<file path="config.mk">
export PLATFORM = sky130hd
export DESIGN_NAME = calsbo_core
export DESIGN_NICKNAME = d
export VERILOG_FILES = /design/src/include/calsbo_pkg.sv /design/src/calsbo_regfile.sv /design/src/calsbo_core.sv
export SDC_FILE = /design/constraint.sdc
export NUM_CORES = 2
export LEC_CHECK = 0
export ABC_AREA = 1
export ABC_CLOCK_PERIOD_IN_PS = 89000
export BUFFER_PORTS_ARGS = -buffer_cell sky130_fd_sc_hd__buf_2
export CAP_MARGIN = 20
export CORE_ASPECT_RATIO = 2
export CORE_MARGIN = 2
export CORE_UTILIZATION = 42
export DETAILED_ROUTE_END_ITERATION = 6
export PLACE_DENSITY = 0.53
export SYNTH_ARGS = -nofsm -noshare
export SYNTH_HDL_FRONTEND = slang
export SYNTH_SLANG_ARGS = --single-unit
</file>
<file path="constraint.sdc">
create_clock -name mclk -period 89 [get_ports mclk]
set_input_delay 17.8 -clock mclk [delete_from_list [all_inputs] [get_ports mclk]]
set_output_delay 17.8 -clock mclk [all_outputs]
set_load 0.03 [all_outputs]
</file>
<file path="src/include/calsbo_pkg.sv">
/*
  Shared constants and types of the cpu execution datapath: operation codes,
  operand sizes, flag positions, field masks and controller states.
  Assumes it is compiled before every design file that imports it.
*/
package calsbo_pkg;

  // operation codes as presented on the command port
  typedef enum logic [4:0] {
    unsigned_divide_op,
    signed_divide_op,
    compare_op,
    negate_op,
    sign_extend_op,
    zero_extend_op,
    and_op,
    or_op,
    xor_op,
    complement_op,
    arith_left_shift_op,
    arith_right_shift_op,
    logic_left_shift_op,
    logic_right_shift_op,
    rotate_left_op,
    rotate_right_op,
    carry_rotate_left_op,
    carry_rotate_right_op,
    bit_force_one_op,
    bit_force_zero_op,
    bit_toggle_op,
    bit_probe_op,
    bit_and_carry_op,
    inverted_bit_and_carry_op
  } calsbo_op_t;

  // controller states, gray along idle-exec-write
  typedef enum logic [1:0] {
    ST_IDLE = 2'h0,
    ST_EXEC = 2'h1,
    ST_MEMWR = 2'h3,
    ST_MEMRD = 2'h2
  } calsbo_state_t;

  // operand sizes
  localparam logic [1:0] SZ_BYTE = 2'h0;
  localparam logic [1:0] SZ_WORD = 2'h1;
  localparam logic [1:0] SZ_LONG = 2'h2;

  // widths
  localparam int unsigned DATA_W = 32;
  localparam int unsigned BYTE_W = 8;
  localparam int unsigned GREG_AW = 3;
  localparam int unsigned GREG_COUNT = 8;
  localparam int unsigned BITNO_W = 3;

  // positions of the condition_code_flags bits
  localparam int unsigned FLAG_C = 0;
  localparam int unsigned FLAG_V = 1;
  localparam int unsigned FLAG_Z = 2;
  localparam int unsigned FLAG_N = 3;
  localparam logic [3:0] FLAGS_RESET = 4'h0;

  // field masks, msb positions and upper-half shifts
  localparam logic [31:0] MASK_BYTE = 32'h0000_00ff;
  localparam logic [31:0] MASK_WORD = 32'h0000_ffff;
  localparam logic [31:0] MASK_LONG = 32'hffff_ffff;
  localparam logic [31:0] WORD_ZERO = 32'h0000_0000;
  localparam logic [31:0] WORD_ONE = 32'h0000_0001;
  localparam logic [4:0] TOP_BYTE = 5'h07;
  localparam logic [4:0] TOP_WORD = 5'h0f;
  localparam logic [4:0] TOP_LONG = 5'h1f;
  localparam logic [4:0] SH_NONE = 5'h00;
  localparam logic [4:0] SH_BYTE_HI = 5'h08;
  localparam logic [4:0] SH_WORD_HI = 5'h10;
  localparam logic [7:0] BIT_ONE = 8'h01;

endpackage

</file>
<file path="src/calsbo_regfile.sv">
/*
  General register file: eight longword registers, two read ports whose data
  come out of registers one cycle after the address, and one write port.
  Assumes a single clock; a read of the address being written returns old data.
*/
`timescale 1ns/1ns
`default_nettype none

module calsbo_regfile #(
  parameter int unsigned DEPTH = 8,
  parameter int unsigned WIDTH = 32,
  parameter int unsigned AW = 3
) (
  // clock, reset, enable
  input wire logic mclk,
  input wire logic rstn,
  input wire logic cke,
  // read ports
  input wire logic [AW-1:0] raddr_a,
  input wire logic [AW-1:0] raddr_b,
  output logic [WIDTH-1:0] rdata_a_q,
  output logic [WIDTH-1:0] rdata_b_q,
  // write port
  input wire logic we,
  input wire logic [AW-1:0] waddr,
  input wire logic [WIDTH-1:0] wdata
);

  typedef struct packed {
    logic [DEPTH-1:0][WIDTH-1:0] mem;
    logic [WIDTH-1:0] rda;
    logic [WIDTH-1:0] rdb;
  } calsbo_rf_t;

  calsbo_rf_t s_q;
  calsbo_rf_t s_d;

  always_comb begin
    s_d = s_q;
    s_d.rda = s_q.mem[raddr_a];
    s_d.rdb = s_q.mem[raddr_b];
    if (we) begin
      s_d.mem[waddr] = wdata;
    end
  end

  always_ff @(posedge mclk or negedge rstn) begin
    if (!rstn) begin
      s_q <= '0;
    end else if (cke) begin
      s_q <= s_d;
    end
  end

  assign rdata_a_q = s_q.rda;
  assign rdata_b_q = s_q.rdb;

endmodule

`default_nettype wire

</file>
<file path="src/calsbo_core.sv">
/*
  Execution datapath: divide, compare, negate, extend, logic, shift, rotate
  and single-bit operations on the general registers or a memory byte.
  Assumes one command at a time, a same-clock memory port with an ack, and
  registers preloaded through the load port while the core is idle.
*/
`timescale 1ns/1ns
`default_nettype none

module calsbo_core
  import calsbo_pkg::*;
#(
  parameter int unsigned ADDR_W = 24
) (
  // clock, reset, enable
  input wire logic mclk,
  input wire logic rstn,
  input wire logic cke,
  // command
  input wire logic cmd_valid,
  input wire calsbo_pkg::calsbo_op_t cmd_op,
  input wire logic [1:0] cmd_size,
  input wire logic [3:0] cmd_dst,
  input wire logic [3:0] cmd_src,
  input wire logic [calsbo_pkg::DATA_W-1:0] cmd_imm,
  input wire logic cmd_use_imm,
  input wire logic cmd_bit_from_reg,
  input wire logic cmd_mem,
  input wire logic [ADDR_W-1:0] cmd_addr,
  output logic cmd_ready_q,
  output logic done_q,
  output logic [calsbo_pkg::DATA_W-1:0] result_q,
  output logic [3:0] flags_q,
  // register preload
  input wire logic load_valid,
  input wire logic [calsbo_pkg::GREG_AW-1:0] load_idx,
  input wire logic [calsbo_pkg::DATA_W-1:0] load_data,
  // memory byte port
  output logic mem_req_q,
  output logic mem_we_q,
  output logic [ADDR_W-1:0] mem_addr_q,
  output logic [calsbo_pkg::BYTE_W-1:0] mem_wdata_q,
  input wire logic mem_ack,
  input wire logic [calsbo_pkg::BYTE_W-1:0] mem_rdata
);

  import calsbo_pkg::*;

  typedef struct packed {
    calsbo_state_t st;
    calsbo_op_t op;
    logic [1:0] size;
    logic [3:0] dst;
    logic [3:0] src;
    logic [DATA_W-1:0] imm;
    logic use_imm;
    logic bit_reg;
    logic mem;
    logic [BYTE_W-1:0] mbyte;
    logic ready;
    logic done;
    logic [DATA_W-1:0] result;
    logic [3:0] flags;
    logic req;
    logic we;
    logic [ADDR_W-1:0] addr;
    logic [BYTE_W-1:0] wdata;
  } calsbo_core_t;

  localparam calsbo_core_t CORE_RESET = '{
    st: ST_IDLE, op: unsigned_divide_op, ready: 1'b1, flags: FLAGS_RESET, default: '0
  };

  // operand fields: byte hi_sel picks bits 15:8, word hi_sel the upper half of the same register
  function automatic logic [31:0] fld_mask(input logic [1:0] sz);
    case (sz)
      SZ_BYTE: fld_mask = MASK_BYTE;
      SZ_WORD: fld_mask = MASK_WORD;
      default: fld_mask = MASK_LONG;
    endcase
  endfunction

  function automatic logic [4:0] fld_top(input logic [1:0] sz);
    case (sz)
      SZ_BYTE: fld_top = TOP_BYTE;
      SZ_WORD: fld_top = TOP_WORD;
      default: fld_top = TOP_LONG;
    endcase
  endfunction

  function automatic logic [4:0] fld_shift(input logic hi_sel, input logic [1:0] sz);
    if (!hi_sel || sz == SZ_LONG) begin
      fld_shift = SH_NONE;
    end else begin
      fld_shift = (sz == SZ_BYTE) ? SH_BYTE_HI : SH_WORD_HI;
    end
  endfunction

  function automatic logic [31:0] get_fld(input logic [31:0] r, input logic hi_sel,
                                          input logic [1:0] sz);
    get_fld = (r >> fld_shift(hi_sel, sz)) & fld_mask(sz);
  endfunction

  function automatic logic [31:0] put_fld(input logic [31:0] r, input logic hi_sel,
                                          input logic [1:0] sz, input logic [31:0] v);
    logic [4:0] sh;
    sh = fld_shift(hi_sel, sz);
    put_fld = (r & ~(fld_mask(sz) << sh)) | ((v & fld_mask(sz)) << sh);
  endfunction

  function automatic logic fld_msb(input logic [31:0] v, input logic [1:0] sz);
    fld_msb = v[fld_top(sz)];
  endfunction

  function automatic logic fld_zero(input logic [31:0] v, input logic [1:0] sz);
    fld_zero = ((v & fld_mask(sz)) == WORD_ZERO);
  endfunction

  function automatic logic [31:0] sext(input logic [31:0] v, input logic [1:0] sz);
    sext = fld_msb(v, sz) ? (v | ~fld_mask(sz)) : (v & fld_mask(sz));
  endfunction

  function automatic logic is_bit_op(input calsbo_op_t op);
    // illegal codes above the last bit op must not start a memory read
    is_bit_op = (op >= bit_force_one_op) && (op <= inverted_bit_and_carry_op);
  endfunction

  function automatic logic is_bit_write(input calsbo_op_t op);
    is_bit_write = (op == bit_force_one_op) || (op == bit_force_zero_op) ||
                   (op == bit_toggle_op);
  endfunction

  calsbo_core_t s_q;
  calsbo_core_t s_d;

  logic [DATA_W-1:0] d_reg;
  logic [DATA_W-1:0] s_reg;
  logic [GREG_AW-1:0] raddr_a;
  logic [GREG_AW-1:0] raddr_b;
  logic rf_we;
  logic [GREG_AW-1:0] rf_waddr;
  logic [DATA_W-1:0] rf_wdata;
  logic [DATA_W-1:0] dst_fld;
  logic [DATA_W-1:0] src_fld;
  logic [DATA_W-1:0] byte_fld;
  logic [DATA_W-1:0] src_byte;
  logic [BYTE_W-1:0] opb;
  logic [BYTE_W-1:0] nb;
  logic [BITNO_W-1:0] bit_idx;
  logic bit_val;
  logic [DATA_W-1:0] res;
  logic [3:0] nf;
  logic wr_reg;
  logic [1:0] dvd_sz;
  logic [1:0] dvs_sz;
  logic [DATA_W-1:0] a32;
  logic [DATA_W-1:0] b32;
  logic [DATA_W-1:0] q32;
  logic [DATA_W-1:0] r32;
  logic [DATA_W-1:0] cmp_x;
  logic [DATA_W-1:0] cmp_y;
  logic [1:0] low_sz;
  logic [DATA_W-1:0] low_part;
  logic out_bit;
  logic fill;
  logic [4:0] top;

  calsbo_regfile #(
    .DEPTH(GREG_COUNT),
    .WIDTH(DATA_W),
    .AW(GREG_AW)
  ) u_regs (
    .mclk(mclk),
    .rstn(rstn),
    .cke(cke),
    .raddr_a(raddr_a),
    .raddr_b(raddr_b),
    .rdata_a_q(d_reg),
    .rdata_b_q(s_reg),
    .we(rf_we),
    .waddr(rf_waddr),
    .wdata(rf_wdata)
  );

  always_comb begin
    s_d = s_q;
    s_d.done = 1'b0;
    // registers are read from the command while idle so data are ready in exec
    raddr_a = (s_q.st == ST_IDLE) ? cmd_dst[GREG_AW-1:0] : s_q.dst[GREG_AW-1:0];
    raddr_b = (s_q.st == ST_IDLE) ? cmd_src[GREG_AW-1:0] : s_q.src[GREG_AW-1:0];
    rf_we = 1'b0;
    rf_waddr = s_q.dst[GREG_AW-1:0];
    rf_wdata = d_reg;
    top = fld_top(s_q.size);
    dst_fld = get_fld(d_reg, s_q.dst[3], s_q.size);
    src_fld = s_q.use_imm ? (s_q.imm & fld_mask(s_q.size)) :
              get_fld(s_reg, s_q.src[3], s_q.size);
    byte_fld = get_fld(d_reg, s_q.dst[3], SZ_BYTE);
    src_byte = get_fld(s_reg, s_q.src[3], SZ_BYTE);
    opb = s_q.mem ? s_q.mbyte : byte_fld[BYTE_W-1:0];
    // the inverted form takes its bit number only from the immediate
    bit_idx = (s_q.bit_reg && s_q.op != inverted_bit_and_carry_op) ?
              src_byte[BITNO_W-1:0] : s_q.imm[BITNO_W-1:0];
    bit_val = opb[bit_idx];
    nb = opb;
    res = WORD_ZERO;
    nf = s_q.flags;
    wr_reg = 1'b0;
    // divider: byte size is word dividend over byte divisor, word size long over word
    dvd_sz = (s_q.size == SZ_BYTE) ? SZ_WORD : SZ_LONG;
    dvs_sz = (s_q.size == SZ_BYTE) ? SZ_BYTE : SZ_WORD;
    a32 = get_fld(d_reg, s_q.dst[3], dvd_sz);
    b32 = get_fld(s_reg, s_q.src[3], dvs_sz);
    if (s_q.op == signed_divide_op) begin
      a32 = sext(a32, dvd_sz);
      b32 = sext(b32, dvs_sz);
    end
    q32 = WORD_ZERO;
    r32 = WORD_ZERO;
    // a zero divisor would give an unknown quotient, so the divide is skipped
    if (b32 != WORD_ZERO) begin
      if (s_q.op == signed_divide_op) begin
        q32 = $signed(a32) / $signed(b32);
        r32 = $signed(a32) % $signed(b32);
      end else begin
        q32 = a32 / b32;
        r32 = a32 % b32;
      end
    end
    cmp_x = (s_q.op == negate_op) ? WORD_ZERO : dst_fld;
    cmp_y = (s_q.op == negate_op) ? dst_fld : src_fld;
    low_sz = (s_q.size == SZ_WORD) ? SZ_BYTE : SZ_WORD;
    low_part = dst_fld & fld_mask(low_sz);
    out_bit = 1'b0;
    fill = 1'b0;

    unique case (s_q.op)
      unsigned_divide_op, signed_divide_op: begin
        // remainder in the upper half, quotient in the lower half
        res = ((r32 & fld_mask(dvs_sz)) << fld_top(dvs_sz)) << 1;
        res = res | (q32 & fld_mask(dvs_sz));
        wr_reg = (b32 != WORD_ZERO);
        nf[FLAG_N] = fld_msb(b32, dvs_sz);
        nf[FLAG_Z] = (b32 == WORD_ZERO);
        rf_wdata = put_fld(d_reg, s_q.dst[3], dvd_sz, res);
      end
      compare_op, negate_op: begin
        res = (cmp_x - cmp_y) & fld_mask(s_q.size);
        wr_reg = (s_q.op == negate_op);
        nf[FLAG_N] = res[top];
        nf[FLAG_Z] = fld_zero(res, s_q.size);
        nf[FLAG_C] = (cmp_x < cmp_y);
        nf[FLAG_V] = (cmp_x[top] != cmp_y[top]) && (res[top] != cmp_x[top]);
      end
      sign_extend_op, zero_extend_op: begin
        res = low_part;
        if (s_q.op == sign_extend_op && fld_msb(low_part, low_sz)) begin
          res = low_part | (fld_mask(s_q.size) & ~fld_mask(low_sz));
        end
        wr_reg = 1'b1;
        nf[FLAG_N] = res[top];
        nf[FLAG_Z] = fld_zero(res, s_q.size);
        nf[FLAG_V] = 1'b0;
      end
      and_op, or_op, xor_op, complement_op: begin
        case (s_q.op)
          and_op: res = dst_fld & src_fld;
          or_op: res = dst_fld | src_fld;
          xor_op: res = dst_fld ^ src_fld;
          default: res = ~dst_fld & fld_mask(s_q.size);
        endcase
        wr_reg = 1'b1;
        nf[FLAG_N] = res[top];
        nf[FLAG_Z] = fld_zero(res, s_q.size);
        nf[FLAG_V] = 1'b0;
      end
      arith_left_shift_op, logic_left_shift_op, rotate_left_op, carry_rotate_left_op: begin
        out_bit = dst_fld[top];
        if (s_q.op == rotate_left_op) begin
          fill = out_bit;
        end else if (s_q.op == carry_rotate_left_op) begin
          fill = s_q.flags[FLAG_C];
        end
        res = ((dst_fld << 1) | 32'(fill)) & fld_mask(s_q.size);
        wr_reg = 1'b1;
        nf[FLAG_C] = out_bit;
        nf[FLAG_N] = res[top];
        nf[FLAG_Z] = fld_zero(res, s_q.size);
        nf[FLAG_V] = (s_q.op == arith_left_shift_op) && (res[top] != out_bit);
      end
      arith_right_shift_op, logic_right_shift_op, rotate_right_op,
      carry_rotate_right_op: begin
        out_bit = dst_fld[0];
        if (s_q.op == arith_right_shift_op) begin
          fill = dst_fld[top];
        end else if (s_q.op == rotate_right_op) begin
          fill = out_bit;
        end else if (s_q.op == carry_rotate_right_op) begin
          fill = s_q.flags[FLAG_C];
        end
        res = (dst_fld >> 1) | (32'(fill) << top);
        wr_reg = 1'b1;
        nf[FLAG_C] = out_bit;
        nf[FLAG_N] = res[top];
        nf[FLAG_Z] = fld_zero(res, s_q.size);
        nf[FLAG_V] = 1'b0;
      end
      bit_force_one_op, bit_force_zero_op, bit_toggle_op: begin
        case (s_q.op)
          bit_force_one_op: nb = opb | (BIT_ONE << bit_idx);
          bit_force_zero_op: nb = opb & ~(BIT_ONE << bit_idx);
          default: nb = opb ^ (BIT_ONE << bit_idx);
        endcase
        res = 32'(nb);
        wr_reg = !s_q.mem;
        rf_wdata = put_fld(d_reg, s_q.dst[3], SZ_BYTE, res);
      end
      bit_probe_op: begin
        res = 32'(opb);
        nf[FLAG_Z] = !bit_val;
      end
      bit_and_carry_op: begin
        res = 32'(opb);
        nf[FLAG_C] = s_q.flags[FLAG_C] & bit_val;
      end
      inverted_bit_and_carry_op: begin
        res = 32'(opb);
        nf[FLAG_C] = s_q.flags[FLAG_C] & !bit_val;
      end
      default: begin
        res = WORD_ZERO;
      end
    endcase
    if (s_q.op != unsigned_divide_op && s_q.op != signed_divide_op && !is_bit_write(s_q.op))
    begin
      rf_wdata = put_fld(d_reg, s_q.dst[3], s_q.size, res);
    end

    unique case (s_q.st)
      ST_IDLE: begin
        if (load_valid) begin
          rf_we = 1'b1;
          rf_waddr = load_idx;
          rf_wdata = load_data;
        end
        if (cmd_valid) begin
          s_d.op = cmd_op;
          s_d.size = cmd_size;
          s_d.dst = cmd_dst;
          s_d.src = cmd_src;
          s_d.imm = cmd_imm;
          s_d.use_imm = cmd_use_imm;
          s_d.bit_reg = cmd_bit_from_reg;
          s_d.mem = cmd_mem && is_bit_op(cmd_op);
          s_d.ready = 1'b0;
          if (cmd_mem && is_bit_op(cmd_op)) begin
            s_d.st = ST_MEMRD;
            s_d.req = 1'b1;
            s_d.we = 1'b0;
            s_d.addr = cmd_addr;
          end else begin
            s_d.st = ST_EXEC;
          end
        end
      end
      ST_MEMRD: begin
        if (mem_ack) begin
          s_d.mbyte = mem_rdata;
          s_d.req = 1'b0;
          s_d.st = ST_EXEC;
        end
      end
      ST_EXEC: begin
        rf_we = wr_reg;
        s_d.result = res;
        s_d.flags = nf;
        if (s_q.mem && is_bit_write(s_q.op)) begin
          // the whole byte goes back, only one bit of it changed
          s_d.st = ST_MEMWR;
          s_d.req = 1'b1;
          s_d.we = 1'b1;
          s_d.wdata = nb;
        end else begin
          s_d.st = ST_IDLE;
          s_d.done = 1'b1;
          s_d.ready = 1'b1;
        end
      end
      ST_MEMWR: begin
        if (mem_ack) begin
          s_d.req = 1'b0;
          s_d.we = 1'b0;
          s_d.st = ST_IDLE;
          s_d.done = 1'b1;
          s_d.ready = 1'b1;
        end
      end
    endcase
  end

  always_ff @(posedge mclk or negedge rstn) begin
    if (!rstn) begin
      s_q <= CORE_RESET;
    end else if (cke) begin
      s_q <= s_d;
    end
  end

  assign cmd_ready_q = s_q.ready;
  assign done_q = s_q.done;
  assign result_q = s_q.result;
  assign flags_q = s_q.flags;
  assign mem_req_q = s_q.req;
  assign mem_we_q = s_q.we;
  assign mem_addr_q = s_q.addr;
  assign mem_wdata_q = s_q.wdata;
endmodule

`default_nettype wire

</file>
# Word-level counts from Yosys, hierarchy flattened
# Index checks and enable logic that the tools add are counted.
dict set report word_totals {
  register_bits 452
  mem_count 0
  input_bits 123
  rom_bits 0
  mem_bits_rw 0
  latchBits 0
}
dict set report op_classes {
  div_mod_pow 4
  multipliers 0
  muxes 137
  reduce_logical 65
  addsub 1
  n_lt_le_gt_ge 13
  bitwise 50
  shifts 15
  eq_ne 44
}
# op count
set op_table {}
lappend op_table {{$mux W32} 37}
lappend op_table {{$and A32 B32 Y32} 25}
lappend op_table {{$pmux W32 S2} 5}
lappend op_table {{$bwmux W256} 1}
lappend op_table {{$or A32 B32 Y32} 8}
lappend op_table {{$pmux W32 S8} 1}
lappend op_table {{$not A32 Y32} 7}
lappend op_table {{$bmux W32 S3} 2}
lappend op_table {{$logic_not A32 Y1} 6}
lappend op_table {{$shl A32 B5 Y32} 6}
lappend op_table {{$shr A32 B5 Y32} 4}
lappend op_table {{$demux W32 S3} 1}
lappend op_table {{$pmux W32 S3} 1}
lappend op_table {{$mux W5} 14}
lappend op_table {{$div A32 B32 Y32} 2}
lappend op_table {{$mod A32 B32 Y32} 2}
lappend op_table {{$bmux W1 S5} 12}
lappend op_table {{$mux W26} 2}
lappend op_table {{$mux W52} 1}
lappend op_table {{$eq A5 B4 Y1 const B} 8}
lappend op_table {{$eq A5 B5 Y1 const B} 8}
lappend op_table {{$pmux W5 S2} 4}
lappend op_table {{$and A8 B32 Y32} 1}
lappend op_table {{$lt A32 B32 Y1} 1}
lappend op_table {{65 further kinds} 170}

# Logic depth before layout (Yosys ltp)
dict set report logic_depth {
  ltp_word 25
  mapped_depth 675
}

# Cells and area by module
# A second synthesis with hierarchy kept.
dict set report unflattened {
  cells_unflattened 14576
  hier_area_um2 89861.2
}
# module area_each_um2 n_inst cells_each
set by_module_without_submodules {}
lappend by_module_without_submodules {calsbo_core 72059.1 1 12121}
lappend by_module_without_submodules {calsbo_regfile 17802.1 1 2455}

# Least setup slack after synthesis
# OpenSTA, ideal clock, no wires.
dict set report synth_path {
  kind {reg-to-reg}
  startpoint {reg s_q[118] (netlist name)}
  endpoint {reg u_regs.s_q[168] (netlist name)}
  required_ns 88.868
  period_less_slack_ns 72.892
  arrival_time_ns 72.759
  setup_time_ns 0.132
  slack_ns 16.108
  stages_incl_launch_ff 637
  cell_sequence {dfrtp_1 buf_6 clkbuf_8 nand2_1 o21ai_0 nand2_1 nand2_1 ha_1 nand2_1 nor3_1 o21ai_0 nand2_1 nand2_1 o21ai_2 inv_1 ha_1 a21oi_1 a2111oi_0 [601 not listed] o21ai_0 o2111ai_1 nand2_1 inv_1 a221oi_1 o21a_1 nand2_1 o21ai_0 inv_1 nor2_1 nor3_1 o22ai_1 a22oi_1 nor2_1 a311oi_1 o21ai_1 nand2_1 o21ai_0}
}
dict set report synth_between {
  elab_chain_cells 23
  elab_cells_between_ends 65
  classes_between {add/sub (1); div (4); shift (8); mux (26); bitwise (21); reduce/logical (5)}
}
# item line
set synth_lines {}
lappend synth_lines {{start, declared} calsbo_core.sv:133} ;# calsbo_core_t s_q;
lappend synth_lines {{start signal, assigned} calsbo_core.sv:403} ;# s_q <= CORE_RESET;
lappend synth_lines {{start signal, assigned} calsbo_core.sv:405} ;# s_q <= s_d;
lappend synth_lines {{$logic_not A1 Y1} calsbo_core.sv:92} ;# if (!hi_sel || sz == SZ_LONG) begin
lappend synth_lines {{$logic_or A1 B1 Y1} calsbo_core.sv:92}
lappend synth_lines {{$mux W5} calsbo_core.sv:92}
lappend synth_lines {{$shr A32 B5 Y32} calsbo_core.sv:101} ;# get_fld = (r >> fld_shift(hi_sel, sz)) & fld_mask(sz);
lappend synth_lines {{$and A32 B32 Y32} calsbo_core.sv:101}
lappend synth_lines {{$bmux W1 S5} calsbo_core.sv:112} ;# fld_msb = v[fld_top(sz)];
lappend synth_lines {{$mux W1 (implied by the code)} calsbo_core.sv:112}
lappend synth_lines {{$mux W32} calsbo_core.sv:120} ;# sext = fld_msb(v, sz) ? (v | ~fld_mask(sz)) : (v & fld_mask(sz));
lappend synth_lines {{[7 not listed]} -}
lappend synth_lines {{$pmux W32 S8 or $and A32 B32 Y32 (tied branches)} {calsbo_core.sv:237, calsbo_core.sv:108}}
lappend synth_lines {{$and A32 B32 Y32 or $shl A32 B5 Y32 (tied branches)} calsbo_core.sv:108} ;# put_fld = (r & ~(fld_mask(sz) << sh)) | ((v & fld_mask(sz)) << sh);
lappend synth_lines {{$shl A32 B5 Y32 or $or A32 B32 Y32 (tied branches)} calsbo_core.sv:108}
lappend synth_lines {{$or A32 B32 Y32 or $pmux W32 S2 (tied branches)} {calsbo_core.sv:108, calsbo_core.sv:237}}
lappend synth_lines {{$mux W32} calsbo_core.sv:334} ;# if (s_q.op != unsigned_divide_op && s_q.op != signed_divide_op && !is_bit_write(s_q.op))
lappend synth_lines {{$mux W32} calsbo_core.sv:341} ;# if (load_valid) begin
lappend synth_lines {{$mux W32} calsbo_core.sv:339} ;# unique case (s_q.st)
lappend synth_lines {{$bwmux W256} calsbo_regfile.sv:43} ;# s_d.mem[waddr] = wdata;
lappend synth_lines {{end signal, assigned} calsbo_regfile.sv:49} ;# s_q <= '0;
lappend synth_lines {{end signal, assigned} calsbo_regfile.sv:51} ;# s_q <= s_d;
lappend synth_lines {{end, declared} calsbo_regfile.sv:35} ;# calsbo_rf_t s_q;
# Several ways; a longest one is shown, not always the timed one. The select of a mux whose other input is x is not followed.
# A chain may end at the register's enable or synchronous reset.

# Worst setup path after layout
dict set report layout_path {
  startpoint {reg s_q[124] (netlist name)}
  endpoint {reg u_regs.s_q[112] (netlist name)}
}
dict set report layout_between {
  elab_chain_cells 25
  elab_cells_between_ends 141
  classes_between {add/sub (1); div (4); eq/ne (7); shift (10); mux (73); bitwise (35); reduce/logical (11)}
}
# item line
set layout_lines {}
lappend layout_lines {{$logic_not A2 Y1} -}
lappend layout_lines {{$mux W2 or $mux W1 (tied branches)} {calsbo_core.sv:210, calsbo_core.sv:211}}
lappend layout_lines {{$eq A2 B2 Y1 (tied with other cells)} calsbo_core.sv:92}
lappend layout_lines {{$logic_or A1 B1 Y1 or $mux W5 (tied branches)} {calsbo_core.sv:92, calsbo_core.sv:95}}
lappend layout_lines {{$mux W5} calsbo_core.sv:92}
lappend layout_lines {{$shr A32 B5 Y32} calsbo_core.sv:101}
lappend layout_lines {{$and A32 B32 Y32} calsbo_core.sv:101}
lappend layout_lines {{$bmux W1 S5} calsbo_core.sv:112}
lappend layout_lines {{[9 not listed]} -}
lappend layout_lines {{$pmux W32 S8 or $and A32 B32 Y32 (tied branches)} {calsbo_core.sv:237, calsbo_core.sv:108}}
lappend layout_lines {{$and A32 B32 Y32 or $shl A32 B5 Y32 (tied branches)} calsbo_core.sv:108}
lappend layout_lines {{$shl A32 B5 Y32 or $or A32 B32 Y32 (tied branches)} calsbo_core.sv:108}
lappend layout_lines {{$or A32 B32 Y32 or $pmux W32 S2 (tied branches)} {calsbo_core.sv:108, calsbo_core.sv:237}}
lappend layout_lines {{$mux W32} calsbo_core.sv:334}
lappend layout_lines {{$mux W32} calsbo_core.sv:341}
lappend layout_lines {{$mux W32} calsbo_core.sv:339}
lappend layout_lines {{$bwmux W256} calsbo_regfile.sv:43}
# Several ways; a longest one is shown, not always the timed one. The select of a mux whose other input is x is not followed.

==> reports/qor.yml <==
grt_start_max_net_pins: 130
wl_per_cell_um: 24.3
setup_viol: 0
cpPeakStageDelay_ns: 0.54
ys_async_sr_fraction_pct: 100
netlist-cell-type-count: 92
layoutNonFillerInstCount: 18500
fmax_mhz: 12.1
hold_viol_final: 0
vias: 106000
placed_area_um2: 103000
fin_area_um2: 106000
die_y_um: 654
hold_buffers: 0
avgViaCountPerCell: 5.71
cp.arrival_ns: 83.21
drc: 0
design.die.area_um2: 215000
mostFrequentLayoutCells: "nand2_1 (3762), buf_4 (1676), inv_1 (1664)"
drt_wl_total_um: 450000
drtIter0Drc: 8401
antenna_found_initial: 39
synth_seq_cells: 452
outcome: "finished clean"
grt_overflow_total: 0
slew_headroom_pct: 14.2
drtAntennaViolNets: 0
rows: 238
start_kind: "flop"
cts_buffers: 43
period_needed_ns: 82.69
worstSetupEndpointType: "flop"
dp_hpwl_um: 356000
cts.clk_slew.worst_paths_ns: 0.07
dpl_worst_slack_ns: -0.831
setup_ws_ns: 6.31
cts_tree: "built"
min_period_over_period_pct: 92.9
io_pins: 195
critical_path_required_ns: 89.52
ys_seq_area_share_pct: 12.7
synth_edf_count: 0
core-area_um2: 210000
min_path_type: "reg -> reg"
cts_htree_levels: 2
slew_viol_final: 0
netlist_area_um2: 88800
crit_top_cell: "nand2_1"
yosys_warnings: 0
tightestPinTransition_ns: 1.28
skew_ns: 0.0417
dp_cells: 18300
cts_sinks: 452
io_buffers: 194
nNetsFinal: 17000
cp_slowest_cell: "o21ai_1"
grt_pass1_wl_um: 653000
drive_gt1_share_pct: 18.5
holdWs_ns: 0.476
die_width_um: 329
grt_pass1_vias: 103000
crit_type: "reg -> reg"
maxCapViolCount: 0
start_util_pct: 42.2
clock_latency_ns: 0.69
final_common_cell: "nand2_1"
worstPathMaxFanout: 18
clockRootBuffer: "clkbuf_16"
synth_ff_type: "dfrtp_1"
cts_buffer_depth: 3
gp_congestion: 1.10
syn_area_per_cell_um2: 6.31
dr.pass1.iters: 7
grt_usage_pct: 40.6
area_growth_pct: 19.8
synthCells: 14100
[state kept, by name (all words and copies together), names as in the netlist]
signal and cells:
u_regs.s_q 256, result_q 32, mem_addr_q 24, u_regs.rdata_b_q 32
cmd_ready_q 1, mem_req_q 1, s_q 60, mem_wdata_q 8
flags_q 4, mem_we_q 1, u_regs.rdata_a_q 32, done_q 1
[logic make-up (layout without fill, tap and decap cells)]
group / after synthesis / after routing / synth area share (%)
other: 1 / 163 / 0.00422
AOI/OAI and AO/OA: 3258 / 3258 / 21.7
and+or+nand+nor: 6111 / 6116 / 29.5
DFF: 452 / 452 / 12.7
adders and majority gates: 1186 / 1186 / 16.7
xor gates and xnor gates: 725 / 725 / 7.15
buffers and inverters: 2296 / 3764 / 11.7
muxes: 50 / 50 / 0.614
[synth_stat cells, drive strengths merged, types with 4 or more instances]
cell / count / area share (%)
nand2: 3926 / 17
inv: 1723 / 7.3
o21ai: 1398 / 8.5
ha: 1183 / 17
a21oi: 1063 / 6.1
nor2: 844 / 3.8
nand3: 806 / 4.8
dfrtp: 451 / 13
xor2: 409 / 4.0
clkbuf: 327 / 2.2
xnor2: 316 / 3.1
buf: 214 / 1.9
or2: 188 / 1.3
nor3: 115 / 0.69
o221ai: 113 / 1.1
nand4: 112 / 0.82
o21bai: 108 / 0.92
o311ai: 69 / 0.68
a21o: 62 / 0.53
o211ai: 59 / 0.50
nor4: 54 / 0.38
a211oi: 49 / 0.41
a31oi: 42 / 0.32
a21boi: 41 / 0.35
o22ai: 41 / 0.29
a22oi: 40 / 0.34
o21a: 39 / 0.33
a221oi: 37 / 0.36
mux2: 33 / 0.42
o31ai: 26 / 0.22
clkinv: 24 / 0.10
o2111ai: 24 / 0.24
nand3b: 23 / 0.19
and2: 22 / 0.15
a2111oi: 17 / 0.17
mux2i: 17 / 0.20
and3: 9 / 0.063
a41oi: 7 / 0.069
or3: 7 / 0.049
dlygate4sd3: 6 / 0.068
o2111a: 4 / 0.051
[worst paths after layout]
check,from,to,slack (ns),depth (start not counted)
worst max-delay path,s_q[124]$_DFFE_PN0P_,u_regs.s_q[112]$_DFFE_PN0P_,6.31,655
worst min-delay path,mem_wdata_q[0]$_DFFE_PN0P_,mem_wdata_q[0]$_DFFE_PN0P_,0.48,2
worst max register to register,s_q[124]$_DFFE_PN0P_,u_regs.s_q[112]$_DFFE_PN0P_,6.31,655
worst min register to register,mem_wdata_q[0]$_DFFE_PN0P_,mem_wdata_q[0]$_DFFE_PN0P_,0.48,2
max in group asynchronous,rstn,s_q[118]$_DFFE_PN0P_,68.48,4
min in group asynchronous,rstn,u_regs.s_q[70]$_DFFE_PN0P_,17.11,1
[critical path, delay by kind of cell, from the launching register on]
family / cells / cell delay (ns)
DFF: 1 / 0.36
AOI/OAI and AO/OA: 195 / 29.49
and+or+nand+nor: 337 / 31.49
xor gates and xnor gates: 1 / 0.17
adders and majority gates: 31 / 9.34
buffers and inverters: 91 / 11.34
[per-stage QoR]
step / setup TNS [ns] / util, %
after floorplan: 0 / -
after global placement: 0 / 48.8
after detailed placement: -68.93 / 48.8
after CTS: 0 / 49.6
after global routing: -42.08 / 50.6
final: 0 / 50.6
[area by class of cell]
| class | count | area (µm²) |
|---|---|---|
| fillers | 22000 | 104000 |
| diodes | 27 | 67.6 |
| inverters | 1747 | 6660 |
| clock inverters | 21 | 333 |
| multi-input cells | 11500 | 69000 |
| repair buffers | 1936 | 14400 |
| well taps | 2760 | 3450 |
| clock buffers | 55 | 1190 |
| repair inverters | 5 | 30.0 |
| flip-flops and latches | 452 | 11300 |
[per-layer routing]
| layer | up-vias | global-route usage (%) | wire (µm) |
|---|---|---|---|
| met3 | 1717 | 7.54 | 28700 |
| met2 | 4260 | 69.8 | 215000 |
| li1 | 50100 | - | - |
| met4 | 18 | 43.1 | 58900 |
| met1 | 49500 | 39.0 | 147000 |
| met5 | - | 0.0458 | 113 |
[what timing repair did]
| action | in CTS | in global routing |
|---|---|---|
| hold endpoints to repair | 0 | 0 |
| pin swaps | 1 | 52 |
| gates resized for setup | 13 | 337 |
| setup endpoints to repair | 213 | 288 |
| gates cloned | 1 | 11 |
| setup buffers | 3 | 97 |
Power is left out: the tool's default activity adds up to more than one toggle a clock period on the data nets, which glitch-free logic cannot reach.
